`config.mk`:
```
export PLATFORM = sky130hd
export DESIGN_NAME = scr_control_bank
export DESIGN_NICKNAME = d
export VERILOG_FILES = /design/src/scr_pkg.sv /design/src/scr_control_bank.sv /design/src/scr_spi_port.sv /design/src/scr_watchdog.sv
export VERILOG_INCLUDE_DIRS = /design/src /design/src/src
export SDC_FILE = /design/constraint.sdc
export NUM_CORES = 1
export LEC_CHECK = 0
export BUFFER_PORTS_ARGS = -buffer_cell sky130_fd_sc_hd__buf_2
export CAP_MARGIN = 0
export CORE_MARGIN = 4
export CORE_UTILIZATION = 45
export CTS_CLUSTER_DIAMETER = 200
export DETAILED_ROUTE_END_ITERATION = 10
export PLACE_DENSITY = 0.58
export SYNTH_ARGS = -nofsm -noshare
export SYNTH_HDL_FRONTEND = slang
export SYNTH_SLANG_ARGS = --single-unit
```
`constraint.sdc`:
```
create_clock -name core_clk -period 6.9 [get_ports core_clk]
set_input_delay 0.69 -clock core_clk [delete_from_list [all_inputs] [get_ports core_clk]]
set_output_delay 0.69 -clock core_clk [all_outputs]
set_load 0.01 [all_outputs]
```
`src/scr_regs.svh`:
```
// register map, field positions, reset values and timing for the control bank
`ifndef SCR_REGS_SVH
`define SCR_REGS_SVH

`define SCR_ADDR_WDOG 5'h00
`define SCR_ADDR_STEP 5'h01
`define SCR_ADDR_DIR 5'h02
`define SCR_ADDR_MOT 5'h03
`define SCR_NUM_REGS 5'h04

`define SCR_IDX_WDOG 2'h0
`define SCR_IDX_STEP 2'h1
`define SCR_IDX_DIR 2'h2
`define SCR_IDX_MOT 2'h3

`define SCR_RESET_VAL 8'h00
`define SCR_READ_ZERO 8'h00
`define SCR_MASK_WDOG 8'hf8
`define SCR_MASK_STEP 8'hff
`define SCR_MASK_DIR 8'hcf
`define SCR_MASK_MOT 8'hf0

`define SCR_BIT_WD_EN 7
`define SCR_WDT_HI 6
`define SCR_WDT_LO 3
`define SCR_SM_HI 7
`define SCR_SM_LO 5
`define SCR_CUR_HI 4
`define SCR_CUR_LO 0
`define SCR_BIT_DIR_INV 7
`define SCR_BIT_STEP_POL 6
`define SCR_BIT_PWM_DBL 3
`define SCR_BIT_PWM_JIT 2
`define SCR_SLOPE_HI 1
`define SCR_SLOPE_LO 0
`define SCR_BIT_MOT_EN 7
`define SCR_BIT_SLEEP 6
`define SCR_BIT_SLA_GAIN 5
`define SCR_BIT_SLA_TRANSP 4

`define SCR_SM_NOT_AVAIL 3'h7

`define SCR_CMD_READ 3'h0
`define SCR_CMD_WRITE 3'h4
`define SCR_CMD_LEN_LAST 5'h07
`define SCR_WRITE_LEN 5'h10
`define SCR_LEN_SAT 5'h11
`define SCR_BYTE_LAST 3'h7
`define SCR_BYTE_WRAP 3'h0

`define SCR_CORE_CLK_KHZ 20000
`define SCR_WDOG_UNIT_MS 32
`define SCR_WDOG_UNIT_CYCLES (`SCR_WDOG_UNIT_MS * `SCR_CORE_CLK_KHZ)

`endif

```
`src/scr_pkg.sv`:
```
// shared types and helper functions for the stepper control bank
package scr_pkg;

  typedef enum logic [1:0] {
    SCR_PH_IDLE = 2'b00,
    SCR_PH_CMD = 2'b01,
    SCR_PH_DATA = 2'b11
  } scr_phase_e;

  typedef struct packed {
    scr_phase_e phase;
    logic sclk_q;
    logic csn_q;
    logic [2:0] bitpos;
    logic [4:0] len;
    logic [7:0] shin;
    logic [7:0] shout;
    logic [4:0] addr;
    logic wr_cmd;
    logic [7:0] wdata;
    logic wr_stb;
  } scr_spi_s;

  typedef struct packed {
    logic [19:0] div;
    logic [3:0] units;
    logic flag;
    logic timeout;
  } scr_wdog_s;

  typedef struct packed {
    logic [3:0][7:0] ctrl;
    logic step_q;
    logic step_adv;
    logic dir_ccw;
  } scr_bank_s;

  function automatic logic scr_edge(input logic cur, input logic prev,
                                    input logic falling);
    scr_edge = falling ? (~cur & prev) : (cur & ~prev);
  endfunction

endpackage

```
`src/scr_control_bank.sv`:
```
// stepper driver control register bank behind the spi slave port
//
// Overview of operation
// - four read/write control registers, all bits zero after reset
// - register 0x00: watchdog enable bit 7, timeout select 6:3, rest zero
// - writing watchdog enable zero clears the watchdog event flag, unless a timeout fires in the same cycle
// - writing watchdog enable one starts or restarts the watchdog count
// - watchdog enable zero stops the watchdog; no timeout then
// - counter-clockwise when direction pin differs from invert bit 0x02.7
// - slope field 0x02 bits 1:0: very fast, fast, slow, very slow
// - motor enable 0x03 bit 7 gates the coil drivers
// - step polarity 0x02 bit 6: rising edge when zero, falling when one
// - 0x02 bit 3 doubles pwm frequency, bit 2 enables pwm jitter
// - step mode 0x01 bits 7:5 selects step size; code 111 unavailable
// - 0x03 bit 5 selects load-angle gain 0.5 or 0.25
// - 0x03 bit 4 makes load-angle output transparent
// - sleep bit 0x03.6 ignores step and direction, keeps registers and spi
// - watchdog timeout is (select plus one) times 32 ms
// - current field 0x01 bits 4:0 selects peak coil current
`timescale 1ns/1ps
`include "scr_regs.svh"
module scr_control_bank
  import scr_pkg::*;
#(
  parameter int unsigned WDOG_UNIT_CYCLES = `SCR_WDOG_UNIT_CYCLES
) (
  input wire logic core_clk,
  input wire logic srst,
  input wire logic spi_cs_n,
  input wire logic spi_sclk,
  input wire logic spi_mosi,
  output logic spi_miso,
  output logic spi_miso_oe,
  input wire logic step_input,
  input wire logic dir_input,
  output logic step_advance,
  output logic dir_ccw,
  output logic [2:0] step_mode_select,
  output logic step_mode_valid,
  output logic [4:0] current_amplitude_select,
  output logic [1:0] slope_select,
  output logic pwm_double_freq,
  output logic pwm_jitter_en,
  output logic motor_enable,
  output logic sleep_mode,
  output logic sla_gain_quarter,
  output logic sla_transparent,
  output logic watchdog_enable,
  output logic watchdog_event_flag,
  output logic watchdog_timeout
);

  function automatic logic [7:0] scr_wmask(input logic [1:0] idx);
    unique case (idx)
      `SCR_IDX_WDOG: scr_wmask = `SCR_MASK_WDOG;
      `SCR_IDX_STEP: scr_wmask = `SCR_MASK_STEP;
      `SCR_IDX_DIR: scr_wmask = `SCR_MASK_DIR;
      `SCR_IDX_MOT: scr_wmask = `SCR_MASK_MOT;
    endcase
  endfunction

  scr_bank_s q, d;
  logic [4:0] rd_addr;
  logic [7:0] rd_data;
  logic wr_stb;
  logic [4:0] wr_addr;
  logic [7:0] wr_data;
  logic wr_hit, wd_write, wd_kick, wd_clear;
  logic [1:0] wr_idx;
  logic [7:0] wd_reg, dir_reg, mot_reg;
  logic asleep, step_edge;

  scr_spi_port scr_spi_port_inst (
    .core_clk(core_clk),
    .srst(srst),
    .spi_cs_n(spi_cs_n),
    .spi_sclk(spi_sclk),
    .spi_mosi(spi_mosi),
    .spi_miso(spi_miso),
    .spi_miso_oe(spi_miso_oe),
    .rd_addr(rd_addr),
    .rd_data(rd_data),
    .wr_stb(wr_stb),
    .wr_addr(wr_addr),
    .wr_data(wr_data)
  );

  // addresses past the control block (status space) read as zero here
  assign rd_data = (rd_addr < `SCR_NUM_REGS) ? q.ctrl[rd_addr[1:0]]
                                             : `SCR_READ_ZERO;

  assign wr_idx = wr_addr[1:0];
  assign wr_hit = wr_stb & (wr_addr < `SCR_NUM_REGS);
  assign wd_write = wr_hit & (wr_addr == `SCR_ADDR_WDOG);
  assign wd_kick = wd_write & wr_data[`SCR_BIT_WD_EN];
  assign wd_clear = wd_write & ~wr_data[`SCR_BIT_WD_EN];

  assign wd_reg = q.ctrl[`SCR_IDX_WDOG];
  assign dir_reg = q.ctrl[`SCR_IDX_DIR];
  assign mot_reg = q.ctrl[`SCR_IDX_MOT];
  assign asleep = mot_reg[`SCR_BIT_SLEEP];

  scr_watchdog #(
    .UNIT_CYCLES(WDOG_UNIT_CYCLES)
  ) scr_watchdog_inst (
    .core_clk(core_clk),
    .srst(srst),
    .enable(wd_reg[`SCR_BIT_WD_EN]),
    .kick(wd_kick),
    .clear_flag(wd_clear),
    .timeout_sel(wd_reg[`SCR_WDT_HI:`SCR_WDT_LO]),
    .event_flag(watchdog_event_flag),
    .timeout(watchdog_timeout)
  );

  always_comb begin
    d = q;
    d.step_q = step_input;
    // polarity bit picks which step edge counts
    step_edge = scr_edge(step_input, q.step_q, dir_reg[`SCR_BIT_STEP_POL]);
    // sleep drops step edges and freezes direction
    d.step_adv = step_edge & ~asleep;
    if (!asleep) begin
      d.dir_ccw = dir_input ^ dir_reg[`SCR_BIT_DIR_INV];
    end
    // masking keeps fixed-zero bits from ever storing
    if (wr_hit) begin
      d.ctrl[wr_idx] = wr_data & scr_wmask(wr_idx);
    end
  end

  always_ff @(posedge core_clk) begin
    if (srst) begin
      q.ctrl <= {4{`SCR_RESET_VAL}};
      q.step_q <= 1'b0;
      q.step_adv <= 1'b0;
      q.dir_ccw <= 1'b0;
    end else begin
      q <= d;
    end
  end

  assign step_advance = q.step_adv;
  assign dir_ccw = q.dir_ccw;
  assign step_mode_select =
    q.ctrl[`SCR_IDX_STEP][`SCR_SM_HI:`SCR_SM_LO];
  assign step_mode_valid = step_mode_select != `SCR_SM_NOT_AVAIL;
  assign current_amplitude_select =
    q.ctrl[`SCR_IDX_STEP][`SCR_CUR_HI:`SCR_CUR_LO];
  assign slope_select = dir_reg[`SCR_SLOPE_HI:`SCR_SLOPE_LO];
  assign pwm_double_freq = dir_reg[`SCR_BIT_PWM_DBL];
  assign pwm_jitter_en = dir_reg[`SCR_BIT_PWM_JIT];
  assign motor_enable = mot_reg[`SCR_BIT_MOT_EN];
  assign sleep_mode = asleep;
  assign sla_gain_quarter = mot_reg[`SCR_BIT_SLA_GAIN];
  assign sla_transparent = mot_reg[`SCR_BIT_SLA_TRANSP];
  assign watchdog_enable = wd_reg[`SCR_BIT_WD_EN];

endmodule

```
`src/scr_spi_port.sv`:
```
// spi mode-0 slave, sampled in the core clock domain
`timescale 1ns/1ps
`include "scr_regs.svh"
module scr_spi_port
  import scr_pkg::*;
(
  input wire logic core_clk,
  input wire logic srst,
  input wire logic spi_cs_n,
  input wire logic spi_sclk,
  input wire logic spi_mosi,
  output logic spi_miso,
  output logic spi_miso_oe,
  output logic [4:0] rd_addr,
  input wire logic [7:0] rd_data,
  output logic wr_stb,
  output logic [4:0] wr_addr,
  output logic [7:0] wr_data
);

  scr_spi_s q, d;
  logic rise, fall, cs_rise;
  logic [7:0] byte_in;

  always_comb begin
    d = q;
    d.sclk_q = spi_sclk;
    d.csn_q = spi_cs_n;
    d.wr_stb = 1'b0;
    // sclk must be slower than half the core clock for these edges
    rise = ~spi_cs_n & scr_edge(spi_sclk, q.sclk_q, 1'b0);
    fall = ~spi_cs_n & scr_edge(spi_sclk, q.sclk_q, 1'b1);
    cs_rise = scr_edge(spi_cs_n, q.csn_q, 1'b0);
    byte_in = {q.shin[6:0], spi_mosi};
    if (spi_cs_n) begin
      d.phase = SCR_PH_IDLE;
      d.bitpos = '0;
      d.len = '0;
      // only an exact 16-bit write frame commits
      if (cs_rise && q.wr_cmd && q.len == `SCR_WRITE_LEN) begin
        d.wr_stb = 1'b1;
      end
      d.wr_cmd = 1'b0;
    end else begin
      if (q.phase == SCR_PH_IDLE) begin
        d.phase = SCR_PH_CMD;
      end
      if (rise) begin
        d.shin = byte_in;
        d.bitpos = q.bitpos + 3'h1;
        if (q.len != `SCR_LEN_SAT) begin
          d.len = q.len + 5'h01;
        end
        if (q.bitpos == `SCR_BYTE_LAST) begin
          unique case (q.phase)
            SCR_PH_DATA: begin
              d.wdata = byte_in;
              d.phase = SCR_PH_CMD;
            end
            default: begin
              d.addr = byte_in[4:0];
              if (byte_in[7:5] == `SCR_CMD_WRITE &&
                  q.len == `SCR_CMD_LEN_LAST) begin
                d.wr_cmd = 1'b1;
                d.phase = SCR_PH_DATA;
              end else begin
                d.phase = SCR_PH_CMD;
              end
            end
          endcase
        end
      end
      if (fall) begin
        // reload with the addressed register on each eighth falling edge
        if (q.bitpos == `SCR_BYTE_WRAP && q.len != 5'h00) begin
          d.shout = rd_data;
        end else begin
          d.shout = {q.shout[6:0], 1'b0};
        end
      end
    end
  end

  always_ff @(posedge core_clk) begin
    if (srst) begin
      q <= '0;
      // select idles high, so release shows no false frame end
      q.csn_q <= 1'b1;
    end else begin
      q <= d;
    end
  end

  assign spi_miso = q.shout[7];
  assign spi_miso_oe = ~spi_cs_n;
  assign rd_addr = q.addr;
  assign wr_stb = q.wr_stb;
  assign wr_addr = q.addr;
  assign wr_data = q.wdata;

endmodule

```
`src/scr_watchdog.sv`:
```
// watchdog timer with (select+1) x unit timeout and sticky event flag
`timescale 1ns/1ps
`include "scr_regs.svh"
module scr_watchdog
  import scr_pkg::*;
#(
  parameter int unsigned UNIT_CYCLES = `SCR_WDOG_UNIT_CYCLES
) (
  input wire logic core_clk,
  input wire logic srst,
  input wire logic enable,
  input wire logic kick,
  input wire logic clear_flag,
  input wire logic [3:0] timeout_sel,
  output logic event_flag,
  output logic timeout
);

  scr_wdog_s q, d;
  logic tick, fire;

  always_comb begin
    d = q;
    tick = q.div == 20'(UNIT_CYCLES - 1);
    fire = enable & ~kick & tick & (q.units == timeout_sel);
    d.timeout = fire;
    // disabled or freshly written: count restarts from zero
    if (kick || !enable) begin
      d.div = '0;
      d.units = '0;
    end else if (tick) begin
      d.div = '0;
      d.units = fire ? 4'h0 : q.units + 4'h1;
    end else begin
      d.div = q.div + 20'h00001;
    end
    // a timeout in the clearing cycle keeps the flag set
    if (fire) begin
      d.flag = 1'b1;
    end else if (clear_flag) begin
      d.flag = 1'b0;
    end
  end

  always_ff @(posedge core_clk) begin
    if (srst) begin
      q <= '0;
    end else begin
      q <= d;
    end
  end

  assign event_flag = q.flag;
  assign timeout = q.timeout;

endmodule

```
==> results of run 1 <==
## routing by layer
metal,share of wire,track usage,vias to the layer above
met2,0.46,0.272,63
met1,0.49,0.235,1567
met3,0.035,0.0304,14
li1,-,-,1728
met4,0.018,0.0730,0
met5,0,0,-
## cells by family (layout without fill, tap and decap cells)
group / Yosys count / after routing
buf+inv: 45 / 62
simple gates: 206 / 206
mux: 39 / 39
compound gates: 65 / 65
flops: 103 / 103
fa+ha+maj: 12 / 12
xor+xnor: 22 / 22
## cell usage in the layout, fill, tap and decap left out, types with 2 or more instances in the layout
cell,instances
nor2b_1,8
and2_1,6
nor2_1,65
o22ai_1,2
mux2i_1,31
and3_1,5
xnor2_1,17
or3_1,5
ha_1,12
and3b_1,3
o21ai_0,5
buf_2,30
mux4_2,8
nand2_1,48
or4_1,3
xor2_1,5
nor4_1,4
and4_1,2
a211oi_1,9
dfxtp_1,103
a21oi_1,33
nand4_1,4
buf_4,2
nor3b_2,2
clkinv_2,4
o31ai_1,4
a22oi_1,7
clkbuf_8,10
nor3_1,9
nand3_1,31
inv_1,14
## worst min path at each step
| stage | start | to | slack, ns | cells after the start |
|---|---|---|---|---|
| floorplan | scr_spi_port_inst.q[9] | scr_spi_port_inst.wr_stb | 0.42 | 2 |
| global placement | scr_watchdog_inst.q[6] | scr_watchdog_inst.q[6] | 0.45 | 1 |
| detailed placement | scr_spi_port_inst.q[9] | scr_spi_port_inst.wr_stb | 0.45 | 2 |
| CTS | scr_spi_port_inst.q[9] | scr_spi_port_inst.wr_stb | 0.46 | 2 |
| global route | scr_spi_port_inst.q[9] | scr_spi_port_inst.wr_stb | 0.49 | 2 |
| finish | scr_spi_port_inst.q[9] | scr_spi_port_inst.wr_stb | 0.47 | 2 |
## per-stage QoR
step | power [mW] | cell area [um^2]
after floorplan | 0.633 | 4530
after global placement | 0.642 | 4710
after detailed placement | 0.642 | 4710
after CTS | 0.981 | 4880
after global routing | 1.01 | 4880
final | 0.971 | 4880
## critical path: stages, from the launching register on
cell	delay, ns
dfxtp_1	0.82
inv_1	0.15
ha_1	0.28
a311oi_1	0.57
o21ai_2	0.41
a21oi_1	0.22
## where the power goes
part	switching [mW]	internal [mW]
Clock	0.204	0.139
Combinational	0.0175	0.00984
Sequential	0.00255	0.598
Total	0.224	0.747
## final cells by class
| cell class | count | area (um^2) | share of cell area |
|---|---|---|---|
| Inverter | 14 | 52.6 | 0.0108 |
| Tap cell | 133 | 166 | 0.0341 |
| Clock inverter | 6 | 36.3 | 0.00743 |
| Sequential cell | 103 | 2060 | 0.422 |
| Clock buffer | 10 | 138 | 0.0282 |
| Multi-Input combinational cell | 344 | 2260 | 0.463 |
| Timing Repair Buffer | 32 | 165 | 0.0338 |
==> results.yml, run 1 <==
synth:
  synth_common_cells: "dfxtp_1, nor2_1, nand2_1"
  synth_top_cell_by_area: "dfxtp_1"
  synth_top_area_share: 0.455
  ys_warn_count: 0
  syn_nets: 511
  ys.flop_type: "dfxtp_1"
  synth_top_family_by_area: "simple AND/OR/NAND/NOR gates"
  synth_mux_area_frac: 0.108
  synth_compound_gate_area_share: 0.0872
  synth.area.top_cells: "dfxtp_1, mux2i_1, nor2_1"
  yosysMostFrequentCell: "dfxtp_1"
  synth-async-reset-ratio: 0
  synth_area_um2: 4530
  syn_inst: 492
  yosys.area_share.simple: 0.226
  synth_xor_area_frac: 0.0425
  synth_seq_area_share: 0.455
  synth_fa_ha_area_frac: 0.0331
  synth-edff-count: 0
  yosysUniqueCellTypes: 48
  syn_avg_cell_area_um2: 9.21
  ys_ff_latch: 103
route:
  vias: 3372
  dr.pass1.iters: 4
  drtIter0Drc: 175
  drt_drc_violations_left: 0
  routedWlPerCell_um: 14.5
  drt-total-wl_mm: 9.31
  ant_nets: 0
  avgViaCountPerCell: 5.25
cts:
  cts.clk_slew.worst_paths_ns: 0.10
  cts_sinks: 103
  postCtsHoldBufs: 0
  clockBufferDepth: 2
  cts_tree: "built"
  htreeDepth: 3
  insertion_delay_ns: 0.37
  cts_buffers: 9
  root_buffer: "clkbuf_8"
  postCtsSetupRepairBufs: 0
  cts_resized: 0
sta:
  clock_skew_ns: 0.0155
  finalHoldViolCount: 0
  post-route-min-period_ns: 2.54
  finalCritPeriodShare: 0.367
  setup_tns_ns: 0
  rsz0062_at_grt: "false"
  worst_slack_ns: 4.36
  setup_violations: 0
  relSlewSlack: 0.297
  slew_violations: 0
  whs_ns: 0.466
  max_freq_mhz: 394
  max_slew.worst_pin.slew_ns: 1.05
grt:
  grt_pass1_wl_mm: 16.0
  grt_pass1_vias: 3230
  grt_max_degree: 70
  antenna_found_initial: 0
  gr-total-overflow: 0
  track_usage: 0.173
floorplan:
  core_area_um2: 9770
  io_pins: 31
  die_w_um: 108
  chipHeight_um: 108
  rows: 36
  initial_core_util: 0.464
  die_area_um2: 11700
critical_path:
  cp_max_fo: 19
  r2r-end: "scr_watchdog_inst.q[25]"
  cp.required_ns: 7.19
  crit_type: "register to register"
  r2r-start: "scr_spi_port_inst.rd_addr[0]"
  endpoint: "scr_watchdog_inst.q[25]"
  cp_data_arrival_time_ns: 2.82
  reg2reg_depth: 5
  crit_path_start: "scr_spi_port_inst.rd_addr[0]"
  startpoint_type: "register"
  reg2reg_slack_ns: 4.36
  cp-end-kind: "register"
finish:
  finalNonFillerCells: 642
  top_register: "scr_watchdog_inst.q"
  layout.nets: 523
  area_growth_pct: 7.70
  num_antenna_cells: 0
  postLayoutCoreUtil: 0.499
  fillers: 975
  top_regs: "scr_watchdog_inst.q: 24 flops, scr_spi_port_inst.q: 20 flops"
  largest_register_ffs: 24
  drive_gt1_frac: 0.132
placed_design:
  hpwl_mm: 6.49
  place_congestion: 0.760
  io_buffers: 30
  placed_cells: 626
  dp_slack_ns: 4.01
hold_path:
  hold_path_class: "register to register"
power:
  leakage_nw: 1.77
  power.density_nw_per_um2: 199
  peakVddDrop_mv: 0.0892
run:
  cap_viol_max_count: 0
run_status:
  run_status: "completed"
Note: power is estimated with default switching activity, not from simulation.
==> run 2, diff against run 1 <==
--- a/config.mk
+++ b/config.mk
@@ -12,7 +12,7 @@
 export CORE_UTILIZATION = 45
 export CTS_CLUSTER_DIAMETER = 200
 export DETAILED_ROUTE_END_ITERATION = 10
-export PLACE_DENSITY = 0.58
+export PLACE_DENSITY = 0.61
 export SYNTH_ARGS = -nofsm -noshare
 export SYNTH_HDL_FRONTEND = slang
 export SYNTH_SLANG_ARGS = --single-unit
==> constraint.sdc (replaced) <==
create_clock -name core_clk -period 2.2 [get_ports core_clk]
set_input_delay 0.22 -clock core_clk [delete_from_list [all_inputs] [get_ports core_clk]]
set_output_delay 0.22 -clock core_clk [all_outputs]
set_load 0.01 [all_outputs]
==> run 2 against run 1 <==
Effect of this change:
- sequential power grew to 3.1 times the previous value
- routed wire length shrank 0.67%
- clock skew is essentially flat
- critical endpoint is now scr_watchdog_inst.q[22]
- die area is the same
- cell count grew 1.4%
- combinational power grew to 3.2 times the previous value
- first-iteration DRC count grew 4.0%
- setup slack lost 4.1 ns
- via count grew 2.4%
- critical path type unchanged
- sequential share of layout area shrank 0.88 points
==> results.yml, run 2 (synthesis gave the netlist of run 1 again) <==
finish:
  drive_gt1_frac: 0.147
  multi_input_area_um2: 2260
  layout.nets: 532
  layout_common_cells: "dfxtp_1, nor2_1, nand2_1"
  seq_area_um2: 2060
  top_regs: "scr_watchdog_inst.q: 24 flops, scr_spi_port_inst.q: 20 flops"
  fillers: 947
  final_area_um2: 4990
  top_register: "scr_watchdog_inst.q"
  postLayoutCoreUtil: 0.510
  num_antenna_cells: 0
  area_growth_pct: 9.99
  final_common_cell: "dfxtp_1"
  largest_register_ffs: 24
sta:
  finalCritPeriodShare: 0.900
  max_freq_mhz: 505
  post-route-min-period_ns: 1.98
  setup_tns_ns: 0
  clock_skew_ns: 0.0151
  max_slew.worst_pin.slew_ns: 0.583
  rsz0062_at_grt: "false"
  whs_ns: 0.115
  slew_violations: 0
  setup_violations: 0
  relSlewSlack: 0.609
  finalHoldViolCount: 0
grt:
  grt_pass1_wl_mm: 16.2
  grt_pass1_vias: 3357
  track_usage: 0.169
  antenna_found_initial: 0
  grt_max_degree: 38
  gr-total-overflow: 0
cts:
  postCtsSetupRepairBufs: 0
  clockBufferDepth: 2
  cts.clk_slew.worst_paths_ns: 0.11
  insertion_delay_ns: 0.36
  cts_sinks: 103
  postCtsHoldBufs: 0
  cts_resized: 0
  root_buffer: "clkbuf_8"
  htreeDepth: 3
  cts_tree: "built"
  cts_buffers: 9
run_status:
  run_status: "completed"
critical_path:
  cp-end-kind: "register"
  crit_type: "register to register"
  cp_max_fo: 6
  cp.required_ns: 2.50
  startpoint_type: "register"
  crit_path_start: "scr_watchdog_inst.q[6]"
  reg2reg_depth: 5
  r2r-start: "scr_watchdog_inst.q[6]"
  cp_data_arrival_time_ns: 2.28
floorplan:
  io_pins: 31
  die_area_um2: 11700
  rows: 36
  initial_core_util: 0.464
  die_w_um: 108
  core_area_um2: 9770
  chipHeight_um: 108
hold_path:
  hold_path_depth: 2
  hold_path_class: "input port to register"
  hold_path.startpoint: "step_input"
power:
  peakVddDrop_mv: 0.283
  power.density_nw_per_um2: 646
  p_total_mw: 3.22
  leakage_nw: 1.83
placed_design:
  hpwl_mm: 6.64
  place_area_um2: 4780
  place_congestion: 0.782
  io_buffers: 30
route:
  drtIter0Drc: 182
  dr.pass1.iters: 4
  drt_drc_violations_left: 0
  vias: 3453
  drt-total-wl_mm: 9.25
  routedWlPerCell_um: 14.2
  avgViaCountPerCell: 5.30
  ant_nets: 0
run:
  cap_viol_max_count: 0
==> run 2: changes by cell type in the layout (fill, tap and decap cells not counted), sizes merged <==
| cell | change |
|---|---|
| buf | +9 |
| clkinv | -4 |
| inv | +4 |
| bufinv | +1 |
| clkbuf | -1 |
==> run 2: worst max-delay path, cell delays in order, from the launching register on <==
cell	delay [ns]
dfxtp_1	0.38
ha_1	0.21
nand2_1	0.15
or3_1	0.50
or4_4	0.54
a21oi_2	0.15
==> run 2: layout make-up <==
cell class                      count  share of cell area
Multi-Input combinational cell    344               0.454
Sequential cell                   103               0.414
Timing Repair Buffer               41              0.0467
Tap cell                          133              0.0334
Clock buffer                        9              0.0248
Clock inverter                      7              0.0173
Inverter                           14              0.0105
==> run 2: path summary, 6_finish.rpt <==
kind                               to  slack (ns)
max           scr_watchdog_inst.q[22]        0.22
min                              q[2]        0.11
max reg2reg   scr_watchdog_inst.q[22]        0.22
min reg2reg  scr_spi_port_inst.wr_stb        0.46
==> run 2: power by group <==
group	leakage [nW]	switching (mW)	internal, mW	total [mW]
combinational	0.889	0.0551	0.0332	0.0883
sequential	0.832	0.00805	1.88	1.88
clock	0.104	0.696	0.553	1.25
total	1.83	0.759	2.46	3.22
==> run 2: per-layer routing <==
layer	vias up	routed length, um	track usage
met5	-	0	0
met4	0	110	0.0451
met3	11	333	0.0227
met2	60	4290	0.275
met1	1635	4520	0.238
li1	1747	-	-
==> run 2: per-stage QoR <==
| stage | setup slack, ns | std cells |
|---|---|---|
| final | 0.220 | 651 |
| after global routing | 0.0414 | 651 |
| after CTS | 0.221 | 651 |
| after detailed placement | 0.234 | 635 |
| after global placement | 0.288 | 635 |
| after floorplan | 0.0154 | 492 |
